[config.mk]
export PLATFORM = sky130hd
export DESIGN_NAME = serdes_pll_ctrl_regs
export DESIGN_NICKNAME = d
export VERILOG_FILES = /design/src/core/serdes_pll_pkg.sv /design/src/core/serdes_cfg_port.sv /design/src/core/serdes_pll_ctrl_regs.sv
export VERILOG_INCLUDE_DIRS = /design/src /design/src/core
export SDC_FILE = /design/constraint.sdc
export NUM_CORES = 1
export LEC_CHECK = 0
export BUFFER_PORTS_ARGS = -buffer_cell sky130_fd_sc_hd__buf_4
export CORE_ASPECT_RATIO = 1.25
export CORE_MARGIN = 2
export CORE_UTILIZATION = 41
export CTS_CLUSTER_DIAMETER = 50
export CTS_CLUSTER_SIZE = 12
export DETAILED_ROUTE_END_ITERATION = 8
export PLACE_DENSITY_LB_ADDON = 0.2
export SYNTH_ARGS = -nofsm -noshare
export SYNTH_HDL_FRONTEND = slang
export SYNTH_SLANG_ARGS = --single-unit
[constraint.sdc]
create_clock -name i_clk_sys -period 2.7 [get_ports i_clk_sys]
set_clock_uncertainty 0.15 [all_clocks]
set_input_delay 0.135 -clock i_clk_sys [delete_from_list [all_inputs] [get_ports i_clk_sys]]
set_output_delay 0.135 -clock i_clk_sys [all_outputs]
set_load 0.01 [all_outputs]
[src/core/serdes_pll_defs.svh]
// Register offsets, field positions, reset values and port framing constants for the lane front end bank.
`ifndef SERDES_PLL_DEFS_SVH
`define SERDES_PLL_DEFS_SVH

`define ADDR_W 15
`define OFS_MASTER_OFF 15'h200
`define OFS_SYNC_BUF_PD 15'h203
`define OFS_RECOVERY_RESET 15'h206
`define OFS_RATE_MODE 15'h230
`define OFS_SETUP_BYTE 15'h232
`define OFS_EQ_POWER 15'h268
`define OFS_PLL_ENABLE 15'h280
`define OFS_PLL_STATE 15'h281
`define OFS_FILTER_A 15'h284
`define OFS_FILTER_B 15'h285
`define OFS_FILTER_C 15'h286
`define OFS_PUMP_A 15'h287

`define BIT_FIRST_SYNC_OFF 1
`define BIT_SECOND_SYNC_OFF 0
`define BIT_RECOVERY_RUN 0
`define BIT_HALF_RATE 5
`define BIT_OVERSAMPLE 1
`define BIT_PLL_RECAL 2
`define BIT_PLL_ON 0
`define BIT_BAND_HIGH 5
`define BIT_BAND_LOW 4
`define BIT_CAL_DONE 3
`define BIT_LOCKED 0

`define RST_MASTER_OFF 1'h1
`define RST_RECOVERY_RUN 1'h1
`define RST_HALF_RATE 1'h1
`define RST_RATE_MID 3'h2
`define RST_SETUP_BYTE 8'h00
`define RST_EQ_POWER 2'h1
`define RST_EQ_TRIM 6'h22
`define RST_FILTER_A 8'h77
`define RST_FILTER_B 8'h87
`define RST_FILTER_C 8'h08
`define RST_PUMP_A 8'h3f

// Serial port framing: 16 instruction bits, then one data byte.
`define SPI_LAST_INSTR_BIT 5'h0f
`define SPI_FIRST_DATA_BIT 5'h10
`define SPI_LAST_DATA_BIT 5'h17
`define SPI_FRAME_BITS 5'h18

`endif

[src/core/serdes_pll_pkg.sv]
// Types shared by the serial port and the lane front end register bank.
package serdes_pll_pkg;

    // One register access handed from the serial port to the bank.
    typedef struct packed {
        logic write;
        logic [14:0] addr;
        logic [7:0] wdata;
    } reg_req_t;

    // Status lines arriving from the analog serial PLL.
    typedef struct packed {
        logic band_high;
        logic band_low;
        logic cal_done;
        logic locked;
    } pll_state_t;

    // Calibration tracking.
    typedef enum logic [1:0] {
        CAL_IDLE = 2'b00,
        CAL_WAIT_LOW = 2'b01,
        CAL_WAIT_DONE = 2'b10
    } cal_state_t;

endpackage

[src/core/serdes_cfg_port.sv]
// Serial configuration port slave: frames instruction and data bits into single register accesses.
`timescale 1ns/1ps
`include "serdes_pll_defs.svh"

module serdes_cfg_port (
    input wire logic i_clk_sys,
    input wire logic i_rst_n,
    input wire logic i_sclk,
    input wire logic i_csb_n,
    input wire logic i_sdi,
    input wire logic [7:0] i_rdata,
    output logic o_req_valid,
    output serdes_pll_pkg::reg_req_t o_req,
    output logic o_sdo,
    output logic o_sdo_oe
);

    logic sclk_s1_reg;
    logic sclk_s2_reg;
    logic sclk_s3_reg;
    logic csb_s1_reg;
    logic csb_s2_reg;
    logic sdi_s1_reg;
    logic sdi_s2_reg;
    logic [4:0] bit_cnt_reg;
    logic [14:0] shift_reg;
    logic [14:0] addr_hold_reg;
    logic read_reg;
    logic [7:0] out_shift_reg;
    logic sclk_rise;
    logic sclk_fall;

    ////////////////////////////////////////////////////////////////////////////////
    // Pins are asynchronous to the system clock, so each passes two flip-flops first.
    always_ff @(posedge i_clk_sys) begin
        if (!i_rst_n) begin
            sclk_s1_reg <= 1'b0;
            sclk_s2_reg <= 1'b0;
            sclk_s3_reg <= 1'b0;
            csb_s1_reg <= 1'b1;
            csb_s2_reg <= 1'b1;
            sdi_s1_reg <= 1'b0;
            sdi_s2_reg <= 1'b0;
        end else begin
            sclk_s1_reg <= i_sclk;
            sclk_s2_reg <= sclk_s1_reg;
            sclk_s3_reg <= sclk_s2_reg;
            csb_s1_reg <= i_csb_n;
            csb_s2_reg <= csb_s1_reg;
            sdi_s1_reg <= i_sdi;
            sdi_s2_reg <= sdi_s1_reg;
        end
    end

    // Edges are judged on the second and third stages only.
    assign sclk_rise = sclk_s2_reg & ~sclk_s3_reg;
    assign sclk_fall = ~sclk_s2_reg & sclk_s3_reg;

    ////////////////////////////////////////////////////////////////////////////////
    // Bits are taken on rising serial clock edges; extra bits after one byte are ignored.
    always_ff @(posedge i_clk_sys) begin
        if (!i_rst_n || csb_s2_reg) begin
            bit_cnt_reg <= 5'h00;
            shift_reg <= 15'h0000;
            addr_hold_reg <= 15'h0000;
            read_reg <= 1'b0;
        end else if (sclk_rise && bit_cnt_reg != `SPI_FRAME_BITS) begin
            bit_cnt_reg <= bit_cnt_reg + 5'h01;
            shift_reg <= {shift_reg[13:0], sdi_s2_reg};
            if (bit_cnt_reg == `SPI_LAST_INSTR_BIT) begin
                addr_hold_reg <= {shift_reg[13:0], sdi_s2_reg};
                read_reg <= shift_reg[14];
            end
        end
    end

    ////////////////////////////////////////////////////////////////////////////////
    // A read is requested once the address is whole, a write once the data byte is whole.
    always_ff @(posedge i_clk_sys) begin
        if (!i_rst_n) begin
            o_req_valid <= 1'b0;
            o_req <= '0;
        end else begin
            o_req_valid <= 1'b0;
            if (!csb_s2_reg && sclk_rise) begin
                if (bit_cnt_reg == `SPI_LAST_INSTR_BIT && shift_reg[14]) begin
                    o_req_valid <= 1'b1;
                    o_req <= '{write: 1'b0, addr: {shift_reg[13:0], sdi_s2_reg}, wdata: 8'h00};
                end else if (bit_cnt_reg == `SPI_LAST_DATA_BIT && !read_reg) begin
                    o_req_valid <= 1'b1;
                    o_req <= '{write: 1'b1, addr: addr_hold_reg, wdata: {shift_reg[6:0], sdi_s2_reg}};
                end
            end
        end
    end

    ////////////////////////////////////////////////////////////////////////////////
    // Read data leave on falling edges so the master can take them on the next rising edge.
    always_ff @(posedge i_clk_sys) begin
        if (!i_rst_n || csb_s2_reg) begin
            out_shift_reg <= 8'h00;
            o_sdo <= 1'b0;
            o_sdo_oe <= 1'b0;
        end else if (sclk_fall && read_reg) begin
            if (bit_cnt_reg == `SPI_FIRST_DATA_BIT) begin
                out_shift_reg <= {i_rdata[6:0], 1'b0};
                o_sdo <= i_rdata[7];
                o_sdo_oe <= 1'b1;
            end else if (bit_cnt_reg > `SPI_FIRST_DATA_BIT && bit_cnt_reg <= `SPI_LAST_DATA_BIT) begin
                out_shift_reg <= {out_shift_reg[6:0], 1'b0};
                o_sdo <= out_shift_reg[7];
            end else begin
                o_sdo_oe <= 1'b0; // The pin is released after the last data bit.
            end
        end
    end

endmodule

[src/core/serdes_pll_ctrl_regs.sv]
// Lane receiver front end and serial PLL control and status register bank.
//
// Notes on behaviour
// [RQ1] Sync buffer register bit 1 turns off first sync buffer, bit 0 second; reset on.
// [RQ2] Recovery run bit holds all lane recovery logic in reset while 0; resets to 1.
// [RQ3] Software sets half-rate enable for lane rates 5.75 to 12.4 Gbps; resets 1.
// [RQ4] Software sets oversample enable for lane rates 1.44 to 3.1 Gbps.
// [RQ5] Software writes the setup byte to all ones before use; resets to zero.
// [RQ6] Equalizer power field bits 7:6: 00 normal, 01 low power; resets low power.
// [RQ7] Software keeps the equalizer low six bits at their reset pattern.
// [RQ8] Each 0-to-1 write of PLL control bit 2 starts one new calibration.
// [RQ9] PLL control bit 0 turns the PLL on and calibrates it; resets off.
// [RQ10] Status bit 3 reads 1 once calibration finished successfully, else 0.
// [RQ11] Status bit 0 follows the PLL lock indication.
// [RQ12] Status bits 5 and 4 show band high and low edges; software then recalibrates.
// [RQ13] Software writes the three loop filter bytes with recommended values in order.
// [RQ14] Software writes the first charge pump byte with its recommended value.
// [RQ15] Master bit powers off all eight lane receivers and bias; resets set.
// [RQ16] Writes to read-only and reserved bits are ignored; status reads are live.
// [RQ17] During a triggered calibration the done and lock flags read 0.
`timescale 1ns/1ps
`include "serdes_pll_defs.svh"

module serdes_pll_ctrl_regs (
    input wire logic i_clk_sys,
    input wire logic i_rst_n,
    input wire logic i_sclk,
    input wire logic i_csb_n,
    input wire logic i_sdi,
    input wire logic i_pll_locked,
    input wire logic i_pll_cal_done,
    input wire logic i_pll_band_high,
    input wire logic i_pll_band_low,
    output logic o_sdo,
    output logic o_sdo_oe,
    output logic o_receiver_analog_master_off,
    output logic o_first_sync_buffer_off,
    output logic o_second_sync_buffer_off,
    output logic o_lane_recovery_run_n_reset,
    output logic o_half_rate_enable,
    output logic [2:0] o_rate_mode_mid,
    output logic o_input_oversample_enable,
    output logic [7:0] o_setup_byte,
    output logic [1:0] o_equalizer_power_select,
    output logic [5:0] o_equalizer_trim,
    output logic o_pll_turn_on,
    output logic o_pll_cal_start,
    output logic [7:0] o_filter_a,
    output logic [7:0] o_filter_b,
    output logic [7:0] o_filter_c,
    output logic [7:0] o_pump_byte_a
);

    logic req_valid;
    serdes_pll_pkg::reg_req_t req;
    logic [7:0] rdata_reg;
    logic [7:0] rdata_next;
    logic wr;
    serdes_pll_pkg::pll_state_t pll_s1_reg;
    serdes_pll_pkg::pll_state_t pll_s2_reg;
    serdes_pll_pkg::cal_state_t cal_state_reg;
    logic pll_recal_reg;
    logic cal_trigger;
    logic cal_busy;

    ////////////////////////////////////////////////////////////////////////////////
    // Serial port front end.
    serdes_cfg_port serdes_cfg_port_inst (
        .i_clk_sys(i_clk_sys),
        .i_rst_n(i_rst_n),
        .i_sclk(i_sclk),
        .i_csb_n(i_csb_n),
        .i_sdi(i_sdi),
        .i_rdata(rdata_reg),
        .o_req_valid(req_valid),
        .o_req(req),
        .o_sdo(o_sdo),
        .o_sdo_oe(o_sdo_oe)
    );

    assign wr = req_valid & req.write;

    ////////////////////////////////////////////////////////////////////////////////
    // PLL status comes from the analog macro on its own timing, so it is synchronised.
    always_ff @(posedge i_clk_sys) begin
        if (!i_rst_n) begin
            pll_s1_reg <= '0;
            pll_s2_reg <= '0;
        end else begin
            pll_s1_reg <= '{band_high: i_pll_band_high, band_low: i_pll_band_low,
                            cal_done: i_pll_cal_done, locked: i_pll_locked};
            pll_s2_reg <= pll_s1_reg;
        end
    end

    ////////////////////////////////////////////////////////////////////////////////
    // Power-down, recovery reset and rate mode controls; reserved bits are never stored.
    always_ff @(posedge i_clk_sys) begin
        if (!i_rst_n) begin
            o_receiver_analog_master_off <= `RST_MASTER_OFF; // [RQ15]
            o_first_sync_buffer_off <= 1'b0; // [RQ1]
            o_second_sync_buffer_off <= 1'b0; // [RQ1]
            o_lane_recovery_run_n_reset <= `RST_RECOVERY_RUN; // [RQ2]
            o_half_rate_enable <= `RST_HALF_RATE;
            o_rate_mode_mid <= `RST_RATE_MID;
            o_input_oversample_enable <= 1'b0;
        end else if (wr) begin
            if (req.addr == `OFS_MASTER_OFF) begin
                o_receiver_analog_master_off <= req.wdata[0]; // [RQ15]
            end else if (req.addr == `OFS_SYNC_BUF_PD) begin
                o_first_sync_buffer_off <= req.wdata[`BIT_FIRST_SYNC_OFF]; // [RQ1]
                o_second_sync_buffer_off <= req.wdata[`BIT_SECOND_SYNC_OFF]; // [RQ1]
            end else if (req.addr == `OFS_RECOVERY_RESET) begin
                o_lane_recovery_run_n_reset <= req.wdata[`BIT_RECOVERY_RUN]; // [RQ2]
            end else if (req.addr == `OFS_RATE_MODE) begin
                o_half_rate_enable <= req.wdata[`BIT_HALF_RATE];
                o_rate_mode_mid <= req.wdata[4:2];
                o_input_oversample_enable <= req.wdata[`BIT_OVERSAMPLE]; // [RQ16]
            end
        end
    end

    ////////////////////////////////////////////////////////////////////////////////
    // Tuning bytes: stored whole, the values are the software's responsibility.
    always_ff @(posedge i_clk_sys) begin
        if (!i_rst_n) begin
            o_setup_byte <= `RST_SETUP_BYTE;
            o_equalizer_power_select <= `RST_EQ_POWER; // [RQ6]
            o_equalizer_trim <= `RST_EQ_TRIM;
            o_filter_a <= `RST_FILTER_A;
            o_filter_b <= `RST_FILTER_B;
            o_filter_c <= `RST_FILTER_C;
            o_pump_byte_a <= `RST_PUMP_A;
        end else if (wr) begin
            if (req.addr == `OFS_SETUP_BYTE) begin
                o_setup_byte <= req.wdata;
            end else if (req.addr == `OFS_EQ_POWER) begin
                o_equalizer_power_select <= req.wdata[7:6]; // [RQ6]
                o_equalizer_trim <= req.wdata[5:0];
            end else if (req.addr == `OFS_FILTER_A) begin
                o_filter_a <= req.wdata;
            end else if (req.addr == `OFS_FILTER_B) begin
                o_filter_b <= req.wdata;
            end else if (req.addr == `OFS_FILTER_C) begin
                o_filter_c <= req.wdata;
            end else if (req.addr == `OFS_PUMP_A) begin
                o_pump_byte_a <= req.wdata;
            end
        end
    end

    ////////////////////////////////////////////////////////////////////////////////
    // PLL enable and recalibrate bits; a calibration starts on either bit going 0 to 1.
    assign cal_trigger = wr && req.addr == `OFS_PLL_ENABLE &&
                         ((req.wdata[`BIT_PLL_RECAL] && !pll_recal_reg) || // [RQ8]
                          (req.wdata[`BIT_PLL_ON] && !o_pll_turn_on)); // [RQ9]

    always_ff @(posedge i_clk_sys) begin
        if (!i_rst_n) begin
            o_pll_turn_on <= 1'b0; // [RQ9]
            pll_recal_reg <= 1'b0;
            o_pll_cal_start <= 1'b0;
        end else begin
            o_pll_cal_start <= cal_trigger; // [RQ8]
            if (wr && req.addr == `OFS_PLL_ENABLE) begin
                o_pll_turn_on <= req.wdata[`BIT_PLL_ON]; // [RQ9]
                pll_recal_reg <= req.wdata[`BIT_PLL_RECAL];
            end
        end
    end

    ////////////////////////////////////////////////////////////////////////////////
    // A new calibration counts as finished only after the done line has dropped and risen again,
    // so a stale done from the previous run cannot end it early.
    always_ff @(posedge i_clk_sys) begin
        if (!i_rst_n) begin
            cal_state_reg <= serdes_pll_pkg::CAL_IDLE;
        end else if (cal_trigger) begin
            cal_state_reg <= serdes_pll_pkg::CAL_WAIT_LOW; // [RQ17]
        end else begin
            case (cal_state_reg)
                serdes_pll_pkg::CAL_WAIT_LOW: begin
                    if (!pll_s2_reg.cal_done) begin
                        cal_state_reg <= serdes_pll_pkg::CAL_WAIT_DONE;
                    end
                end
                serdes_pll_pkg::CAL_WAIT_DONE: begin
                    if (pll_s2_reg.cal_done) begin
                        cal_state_reg <= serdes_pll_pkg::CAL_IDLE;
                    end
                end
                default: begin
                    cal_state_reg <= serdes_pll_pkg::CAL_IDLE;
                end
            endcase
        end
    end

    assign cal_busy = cal_state_reg != serdes_pll_pkg::CAL_IDLE;

    ////////////////////////////////////////////////////////////////////////////////
    // Read data; unmapped addresses and reserved bits read as zero.
    always_comb begin
        rdata_next = 8'h00;
        if (req.addr == `OFS_MASTER_OFF) begin
            rdata_next[0] = o_receiver_analog_master_off;
        end else if (req.addr == `OFS_SYNC_BUF_PD) begin
            rdata_next[`BIT_FIRST_SYNC_OFF] = o_first_sync_buffer_off;
            rdata_next[`BIT_SECOND_SYNC_OFF] = o_second_sync_buffer_off;
        end else if (req.addr == `OFS_RECOVERY_RESET) begin
            rdata_next[`BIT_RECOVERY_RUN] = o_lane_recovery_run_n_reset;
        end else if (req.addr == `OFS_RATE_MODE) begin
            rdata_next = {2'h0, o_half_rate_enable, o_rate_mode_mid, o_input_oversample_enable, 1'b0};
        end else if (req.addr == `OFS_SETUP_BYTE) begin
            rdata_next = o_setup_byte;
        end else if (req.addr == `OFS_EQ_POWER) begin
            rdata_next = {o_equalizer_power_select, o_equalizer_trim};
        end else if (req.addr == `OFS_PLL_ENABLE) begin
            rdata_next[`BIT_PLL_RECAL] = pll_recal_reg;
            rdata_next[`BIT_PLL_ON] = o_pll_turn_on;
        end else if (req.addr == `OFS_PLL_STATE) begin
            rdata_next[`BIT_BAND_HIGH] = pll_s2_reg.band_high; // [RQ12]
            rdata_next[`BIT_BAND_LOW] = pll_s2_reg.band_low; // [RQ12]
            rdata_next[`BIT_CAL_DONE] = pll_s2_reg.cal_done & ~cal_busy; // [RQ10] [RQ17]
            rdata_next[`BIT_LOCKED] = pll_s2_reg.locked & ~cal_busy; // [RQ11] [RQ17]
        end else if (req.addr == `OFS_FILTER_A) begin
            rdata_next = o_filter_a;
        end else if (req.addr == `OFS_FILTER_B) begin
            rdata_next = o_filter_b;
        end else if (req.addr == `OFS_FILTER_C) begin
            rdata_next = o_filter_c;
        end else if (req.addr == `OFS_PUMP_A) begin
            rdata_next = o_pump_byte_a;
        end
    end

    // Status is captured at request time, so a read shows the live PLL state. [RQ16]
    always_ff @(posedge i_clk_sys) begin
        if (!i_rst_n) begin
            rdata_reg <= 8'h00;
        end else if (req_valid && !req.write) begin
            rdata_reg <= rdata_next;
        end
    end

endmodule

; After elaboration in Yosys (flattened, before gate mapping)
; Index checks and enable logic that the tools add are counted.
[op_classes]
n_addsub = 1
n_lt_le_gt_ge = 2
n_eq_ne = 23
muxes = 50
bitwise_logic = 17
reduce_logical = 40
[op_table]
columns = cell, count
row1 = 15-bit by 10-bit == test with 1-bit output (second input constant), 12
row2 = 8-bit 2-to-1 mux, 17
row3 = 24-bit 2-to-1 mux, 2
row4 = 2-bit 2-to-1 mux, 12
row5 = 2-bit AND reduction, 9
row6 = 7-bit 2-to-1 mux, 2
row7 = 1-bit 2-to-1 mux, 13
row8 = 1-bit NOT, 12
row9 = 1-bit logical AND, 11
row10 = 5-bit == test (second input constant), 2
row11 = 5-bit AND reduction, 2
row12 = 4-bit AND reduction, 2
row13 = 7-bit AND reduction, 1
row14 = 1-bit logical NOT, 6
row15 = 6-bit 2-to-1 mux, 1
row16 = 3-bit != test (second input constant), 2
row17 = 3-bit AND reduction, 2
row18 = 6-bit AND reduction, 1
row19 = 2-bit nonzero test, 3
row20 = 5-bit by 1-bit adder with 5-bit output (second input constant), 1
row21 = 1-bit AND, 5
row22 = 5-bit by 4-bit == test with 1-bit output (second input constant), 1
row23 = 5-bit greater-than comparator (second input constant), 1
row24 = 5-bit less-or-equal comparator (second input constant), 1
row25 = 10 further kinds, 12
[totals]
register_bits = 156
wordCells = 179

; Longest topological paths before layout
; Gate-level depths: netlist of run 1.
[depth]
word_depth = 28
mapped_depth = 11
mapped_depth_nobuf = 9

; Cells and area by module
; A second synthesis of run 1 with hierarchy kept.
[unflattened]
hier_cells = 739
area_unflattened_um2 = 6865.3
[by_module_without_submodules]
columns = module, instances, cells_per_inst, area_per_inst_um2
row1 = serdes_pll_ctrl_regs, 1, 397, 3764.9
row2 = serdes_cfg_port, 1, 342, 3100.5

; Worst setup path before layout of run 1
; OpenSTA, ideal clock, no wires.
[synth_timing]
path_type = flip-flop to flip-flop
from = register serdes_cfg_port_inst.bit_cnt_reg[1]
to = register serdes_cfg_port_inst.o_req[13] (netlist name)
setup_time_ns = 0.142
arrival_time_ns = 2.246
required_time_ns = 2.408
slack_ns = 0.162
path_stages_with_launch = 12
n_path_buf = 3
cell_sequence = dfxtp_1 > ha_1 > and3_1 > ha_1 > clkbuf_1 > nand2_1 > o31ai_1 > nand2_1 > nor2_1 > clkbuf_1 > clkbuf_1 > a311oi_1
[synth_between]
elab_chain_len = 4
word_cells_on_any_way = 7
cone_classes = 2 x eq/ne / 1 x mux / 4 x reduce/logical
[synth_lines]
columns = element, line_no
row1 = "start, declared", serdes_cfg_port.sv:25  ; logic [4:0] bit_cnt_reg;
row2 = "start signal, assigned", serdes_cfg_port.sv:68  ; bit_cnt_reg <= bit_cnt_reg + 5'h01;
row3 = 5-bit == test (no source line) / 5-bit by 4-bit == test with 1-bit output (equally long branches), --
row4 = "1-bit logical AND, on equally long branches", "serdes_cfg_port.sv:89, serdes_cfg_port.sv:86"
row5 = 2-bit nonzero test (no source line), --
row6 = 2-bit AND reduction (no source line), --
row7 = "end signal, assigned", serdes_cfg_port.sv:88  ; o_req <= '{write: 1'b0, addr: {shift_reg[13:0], sdi_s2_reg}, wdata: 8'h00};
row8 = "end signal, assigned", serdes_cfg_port.sv:91  ; o_req <= '{write: 1'b1, addr: addr_hold_reg, wdata: {shift_reg[6:0], sdi_s2_reg}};
row9 = "end, declared", serdes_cfg_port.sv:13  ; output serdes_pll_pkg::reg_req_t o_req,
; Several ways; a longest one is shown, not always the timed one.
; A chain may end at the register's enable or synchronous reset.

; Worst setup path after layout of run 1
[layout_timing]
from = register serdes_cfg_port_inst.o_req[11] (netlist name)
to = register o_setup_byte[5]
[layout_between]
elab_chain_len = 2
[layout_lines]
columns = element, line_no
row1 = 15-bit by 10-bit == test with 1-bit output (no source line), --
row2 = 2-bit AND reduction (no source line), --
row3 = "end signal, assigned", serdes_pll_ctrl_regs.sv:127  ; o_setup_byte <= `RST_SETUP_BYTE;
row4 = "end signal, assigned", serdes_pll_ctrl_regs.sv:136  ; o_setup_byte <= req.wdata;
row5 = "end, declared", serdes_pll_ctrl_regs.sv:43  ; output logic [7:0] o_setup_byte,
; No other way between the ends.

==> flow_summary.ini, run 1 <==
[cells_and_area]
mostFrequentLayoutCell = nand2_1
largest_reg_flops = 24
mostFrequentLayoutCells = nand2_1, dfxtp_1, buf_4
fin_area_um2 = 8013
nets = 872
drive_above_1_share_pct = 16.74
num_antenna_cells = 0
area_delta_synth_final_pct = 21.96
instances_no_fill = 1084

[synth]
post-synth-top-area-fraction_pct = 47.23
ys_warn_count = 0
synth-edff-count = 0
syn_inst = 796
yosysTopAreaCell = dfxtp_1
yosys-top-cells-area = dfxtp_1, nand2_1, a21oi_1
synth_seq_cells = 155
syn_area_um2 = 6570
synthArstFlopShare_pct = 0
synth.avg_cell_area_um2 = 8.254
yosysUniqueCellTypes = 65
syn_nets = 808
ys_dominant_reg_cell = dfxtp_1
yosysSeqAreaShare_pct = 47.23

[sta]
period_share_pct = 87.60
finalSetupTns_ns = 0
fmax_ghz = 0.4228
rsz0062_at_grt = false
period_needed_ns = 2.365
tightest_slew_ns = 0.8263
setup_viol = 0
final-max-slew-violation-count = 0
slew_headroom_pct = 44.71
finalHoldViolCount = 0

[placed_design]
place_congestion = 0.9479
hpwl_um = 13750
place_inst = 1044
io_buffers = 69
postPlaceCellArea_um2 = 7323

[worst_setup_path]
cp.required_ns = 2.90
path_cells = or4b_4 -> nor4_4 -> and2_1 -> nand2_1 -> a21oi_1
path_buf_inv = 0
cpLargestDelayFamily = simple AND/OR/NAND/NOR gates
cpPeakStageDelay_ns = 0.64
worstSetupStartpointType = register
cp.arrival_ns = 2.57
endpoint_kind = register
slowest_stage = or4b_4
crit_fanout = 8
critPathKind = register to register

[drt]
drcViolationCount = 0
routed_wl_um = 19170
viasPerCell = 5.495
drtIter0Drc = 638
first_pass_iters = 7
wl_per_cell_um = 17.68
ant_nets = 0
dr_total_vias = 5957

[cts]
cts_max_level = 4
path_clk_slew_ns = 0.06
cts_inserted_buffers = 17
cts_tree = done
clk_latency_ns = 0.43
cts.path.max_buffers = 2
numClockSinks = 155
cts_root_buf = clkbuf_16
cts_resized = 0

[global_routing]
track_usage_pct = 22.58
grt_max_degree = 64
grt_pass1_vias = 5479
grt_pass1_wl_um = 29550
grt.overflow.total = 0
antenna_found_initial = 0

[pwr]
p_per_area_nw_per_um2 = 596.5
leakage_nw = 2.729
irDropWorstVdd_uv = 300.4

[floorplan]
design.core.area_um2 = 15630
rows = 51
die_w_um = 117.2
ios = 70
die_h_um = 145.5
start_util_pct = 42.02
die_area_um2 = 17060

[hold_path]
worstHoldPathType = register to register

[job]
cap_violations = 0

[outcome]
status = completed
per-stage QoR:
step	setup slack, ns	power (mW)	hold WS (ns)	utilization [%]
2_1_floorplan	0.1616	2.392	0.08647	-
3_3_place_gp	0.3824	2.416	0.1733	46.84
3_5_place_dp	0.3661	2.418	0.1825	46.84
4_1_cts	0.3381	4.816	0.2578	51.25
5_1_grt	0.1563	4.923	0.2805	51.25
6_report	0.3348	4.779	0.2554	51.25
cell families after synthesis:
logic type / Yosys count / synth area share [%]
fa+ha+maj: 3 / 0.5714
compound gates: 175 / 16.49
xor+xnor: 4 / 0.5333
simple gates: 367 / 26.30
flops: 155 / 47.23
buf+inv: 67 / 4.247
mux: 25 / 4.628
report_power, final:
group | switching [mW] | leakage (nW) | internal (mW) | total (mW)
Sequential | 0.00519 | 1.25 | 2.30 | 2.30
Combinational | 0.0464 | 1.18 | 0.0280 | 0.0744
Clock | 0.902 | 0.299 | 1.50 | 2.40
cell usage after synthesis (all sizes together) (3+ instances only):
cell type and n:
nand3 57, clkbuf 44, a21oi 75, a211oi 9
a221o 3, nor2 58, nor4b 3, dfxtp 155
nand2b 9, a32oi 3, buf 14, nor3 8
and3 5, nand3b 4, o22ai 3, nand2 175
o211ai 4, nand4 6, nor2b 5, and2 19
o21ai 38, a221oi 5, a22o 5, ha 3
inv 9, mux2i 18, mux4 4, a22oi 3
a311oi 15, nor4 6, mux2 3
routing by layer:
layer  global-route usage [%]  wire (um)  vias up
met4                    12.06        986        0
li1                         -          -     2906
met1                    28.50       7861     2763
met2                    36.24       9203      220
met3                    3.915       1114       68
met5                        0          0        -
final timing paths:
| check | startpoint | endpoint | slack [ns] | cells past startpoint |
|---|---|---|---|---|
| min | serdes_cfg_port_inst.csb_s1_reg$_SDFF_PN1_ | serdes_cfg_port_inst.csb_s2_reg$_SDFF_PN1_ | 0.26 | 1 |
| max | serdes_cfg_port_inst.o_req[11]$_SDFFE_PN0P_ | o_setup_byte[5]$_SDFFE_PN0P_ | 0.33 | 5 |
| max reg2reg | serdes_cfg_port_inst.o_req[11]$_SDFFE_PN0P_ | o_setup_byte[5]$_SDFFE_PN0P_ | 0.33 | 5 |
| min reg2reg | serdes_cfg_port_inst.csb_s1_reg$_SDFF_PN1_ | serdes_cfg_port_inst.csb_s2_reg$_SDFF_PN1_ | 0.26 | 1 |
repair_timing:
action | in CTS | in global routing
hold buffers | 9 | 0
hold endpoints to repair | 27 | 0
endpoints found under the setup margin | 0 | 0
buffers inserted | 0 | 0
cell type report:
class	count	area, um2
Tap cell	212	265.3
Inverter	9	33.78
Clock inverter	6	83.83
Timing Repair Buffer	103	820.8
Fill cell	1491	7621
Sequential cell	155	3103
Clock buffer	25	515.5
Multi-Input combinational cell	574	3191
(Power assumes the default switching activity.)
==> inputs of run 2 (changes only) <==
==> constraint.sdc (replaced) <==
create_clock -name i_clk_sys -period 2.7 [get_ports i_clk_sys]
set_clock_uncertainty 0.15 [all_clocks]
set_input_delay 0 -clock i_clk_sys [delete_from_list [all_inputs] [get_ports i_clk_sys]]
set_output_delay 0 -clock i_clk_sys [all_outputs]
set_load 0.01 [all_outputs]
==> run 2 against run 1 <==
Die area unchanged. Fmax up 0.47%. Setup slack better by 0.011 ns. Clock-buffer cell count unchanged. Critical path type unchanged. Final cell count up 0.65%. Global-route usage up 0.42 points. First-iteration DRC count down 27%. Clock power up 6%. Hold slack better by 0.0085 ns. Largest power group unchanged.
==> flow_summary.ini, run 2 (synthesis gave the netlist of run 1 again) <==
[cts]
path_clk_slew_ns = 0.06
cts.path.max_buffers = 2
clk_latency_ns = 0.42
cts_inserted_buffers = 17
numClockSinks = 155
cts_resized = 0
cts_max_level = 4
cts_setup_buffers = 0
cts_tree = done
cts_root_buf = clkbuf_16

[worst_setup_path]
crit_fanout = 8
endpoint_kind = register
r2r-start = serdes_cfg_port_inst.o_req[11]$_SDFFE_PN0P_
slowest_stage = or4b_4
path_cells = or4b_4 -> nor2_8 -> and3_1 -> and3_1 -> mux2i_1 -> nand2_1
cpPeakStageDelay_ns = 0.64
worstSetupStartpointType = register
cp.required_ns = 2.84
cp.arrival_ns = 2.49
endpoint = o_half_rate_enable$_SDFFE_PN1P_
critPathKind = register to register
ff2ff_path_depth = 6
cp_common_cell = and3_1
crit_start = serdes_cfg_port_inst.o_req[11]$_SDFFE_PN0P_
rr_endpoint = o_half_rate_enable$_SDFFE_PN1P_
rrSetupSlack_ns = 0.35

[sta]
finalHoldViolCount = 0
finalSetupTns_ns = 0
fmax_ghz = 0.4248
period_share_pct = 87.19
period_needed_ns = 2.354
setup_viol = 0
tightest_slew_ns = 0.7865
final-max-slew-violation-count = 0
rsz0062_at_grt = false
slew_headroom_pct = 47.38

[floorplan]
rows = 51
die_h_um = 145.5
die_area_um2 = 17060
design.core.area_um2 = 15630
ios = 70
die_w_um = 117.2
start_util_pct = 42.02

[pwr]
p_per_area_nw_per_um2 = 606.8
irDropWorstVdd_uv = 397.3
leakage_nw = 2.784
power.total_mw = 4.921

[cells_and_area]
fillCellCount = 1497
largest_reg_flops = 24
mostFrequentLayoutCell = nand2_1
drive_above_1_share_pct = 16.95
mostFrequentLayoutCells = nand2_1, dfxtp_1, buf_4
num_antenna_cells = 0
multiInputGateArea_um2 = 3191
final-seq-area_um2 = 3103
area_delta_synth_final_pct = 23.42
nets = 879

[global_routing]
antenna_found_initial = 0
grt_util_met3_pct = 5.040
gr-max-usage-layer = met2
grt_max_degree = 64
grtUsageMet2_pct = 37.87
grtUsageMet1_pct = 28.60
grt_pass1_vias = 5754
grt_pass1_wl_um = 30580
grt.overflow.total = 0
track_usage_pct = 23.00

[drt]
wl_per_cell_um = 17.62
dr_total_vias = 6026
drtIter0Drc = 463
drcViolationCount = 0
ant_nets = 0
viasPerCell = 5.523
routed_wl_um = 19220
first_pass_iters = 5

[outcome]
status = completed

[hold_path]
hold_start = serdes_cfg_port_inst.csb_s1_reg$_SDFF_PN1_
worstHoldPathType = register to register

[job]
cap_violations = 0

[placed_design]
place_congestion = 0.9551
io_buffers = 69
hpwl_um = 13690
run 2: changes by cell type in the layout (fill, tap and decap cells not counted):
cell           before  now
clkbuf_1            2    0
dlygate4sd3_1       9   15
bufinv_16           2    3
buf_4              92   94
clkbuf_8            6    8
buf_12              2    1
clkinv_4            1    0
run 2: what timing repair did:
action                                  in CTS  in global routing
endpoints found under the setup margin       0                  0
endpoints found under the hold margin       39                  0
hold buffers                                15                  0
run 2: worst min path at each step:
stage,endpoint,slack [ns],depth (start not counted)
4_1_cts,serdes_cfg_port_inst.csb_s2_reg$_SDFF_PN1_,0.26,1
3_3_place_gp,serdes_cfg_port_inst.csb_s1_reg$_SDFF_PN1_,0.04,2
3_5_place_dp,serdes_cfg_port_inst.csb_s1_reg$_SDFF_PN1_,0.04,2
6_report,serdes_cfg_port_inst.csb_s2_reg$_SDFF_PN1_,0.26,1
2_1_floorplan,serdes_cfg_port_inst.csb_s1_reg$_SDFF_PN1_,-0.05,1
5_1_grt,serdes_cfg_port_inst.csb_s2_reg$_SDFF_PN1_,0.28,1
run 2: layout make-up:
cell class                 instances  share of cell area, %
tap                              212                  3.271
inverter                           9                 0.4166
clock buffer                      25                  6.604
multi-input combinational        574                  39.35
clock inverter                     6                  1.296
sequential                       155                  38.27
timing repair buffer             110                  10.80
run 2: metal layers:
metal / wire (um) / vias up / part of all wire, %
met5: 0 / - / 0
met4: 659 / 0 / 3.4
met3: 1063 / 39 / 5.5
met2: 9471 / 197 / 49
met1: 8024 / 2861 / 42
li1: - / 2929 / -
run 2: through the flow:
stage | instances | worst slack [ns] | cell area (um2) | hold WS (ns) | util [%]
finish | 1091 | 0.3460 | 8109 | 0.2639 | 51.87
detailed placement | 1045 | 0.3256 | 7318 | 0.03682 | 46.81
floorplan | 796 | 0.1616 | 6570 | -0.04853 | -
global route | 1091 | 0.1656 | 8109 | 0.2823 | 51.87
global placement | 1045 | 0.3662 | 7318 | 0.03838 | 46.81
CTS | 1091 | 0.3226 | 8109 | 0.2629 | 51.87
run 2: worst max-delay path, delay by kind of cell, from the launching register on:
kind	cells	cell delay, ns
DFF	1	0.34
and+or+nand+nor	5	1.51
muxes	1	0.23
run 2: where the power goes:
group,leakage (nW),internal (mW),switching [mW]
Sequential,1.25,2.30,0.00502
Combinational,1.21,0.0327,0.0468
Clock,0.321,1.64,0.896
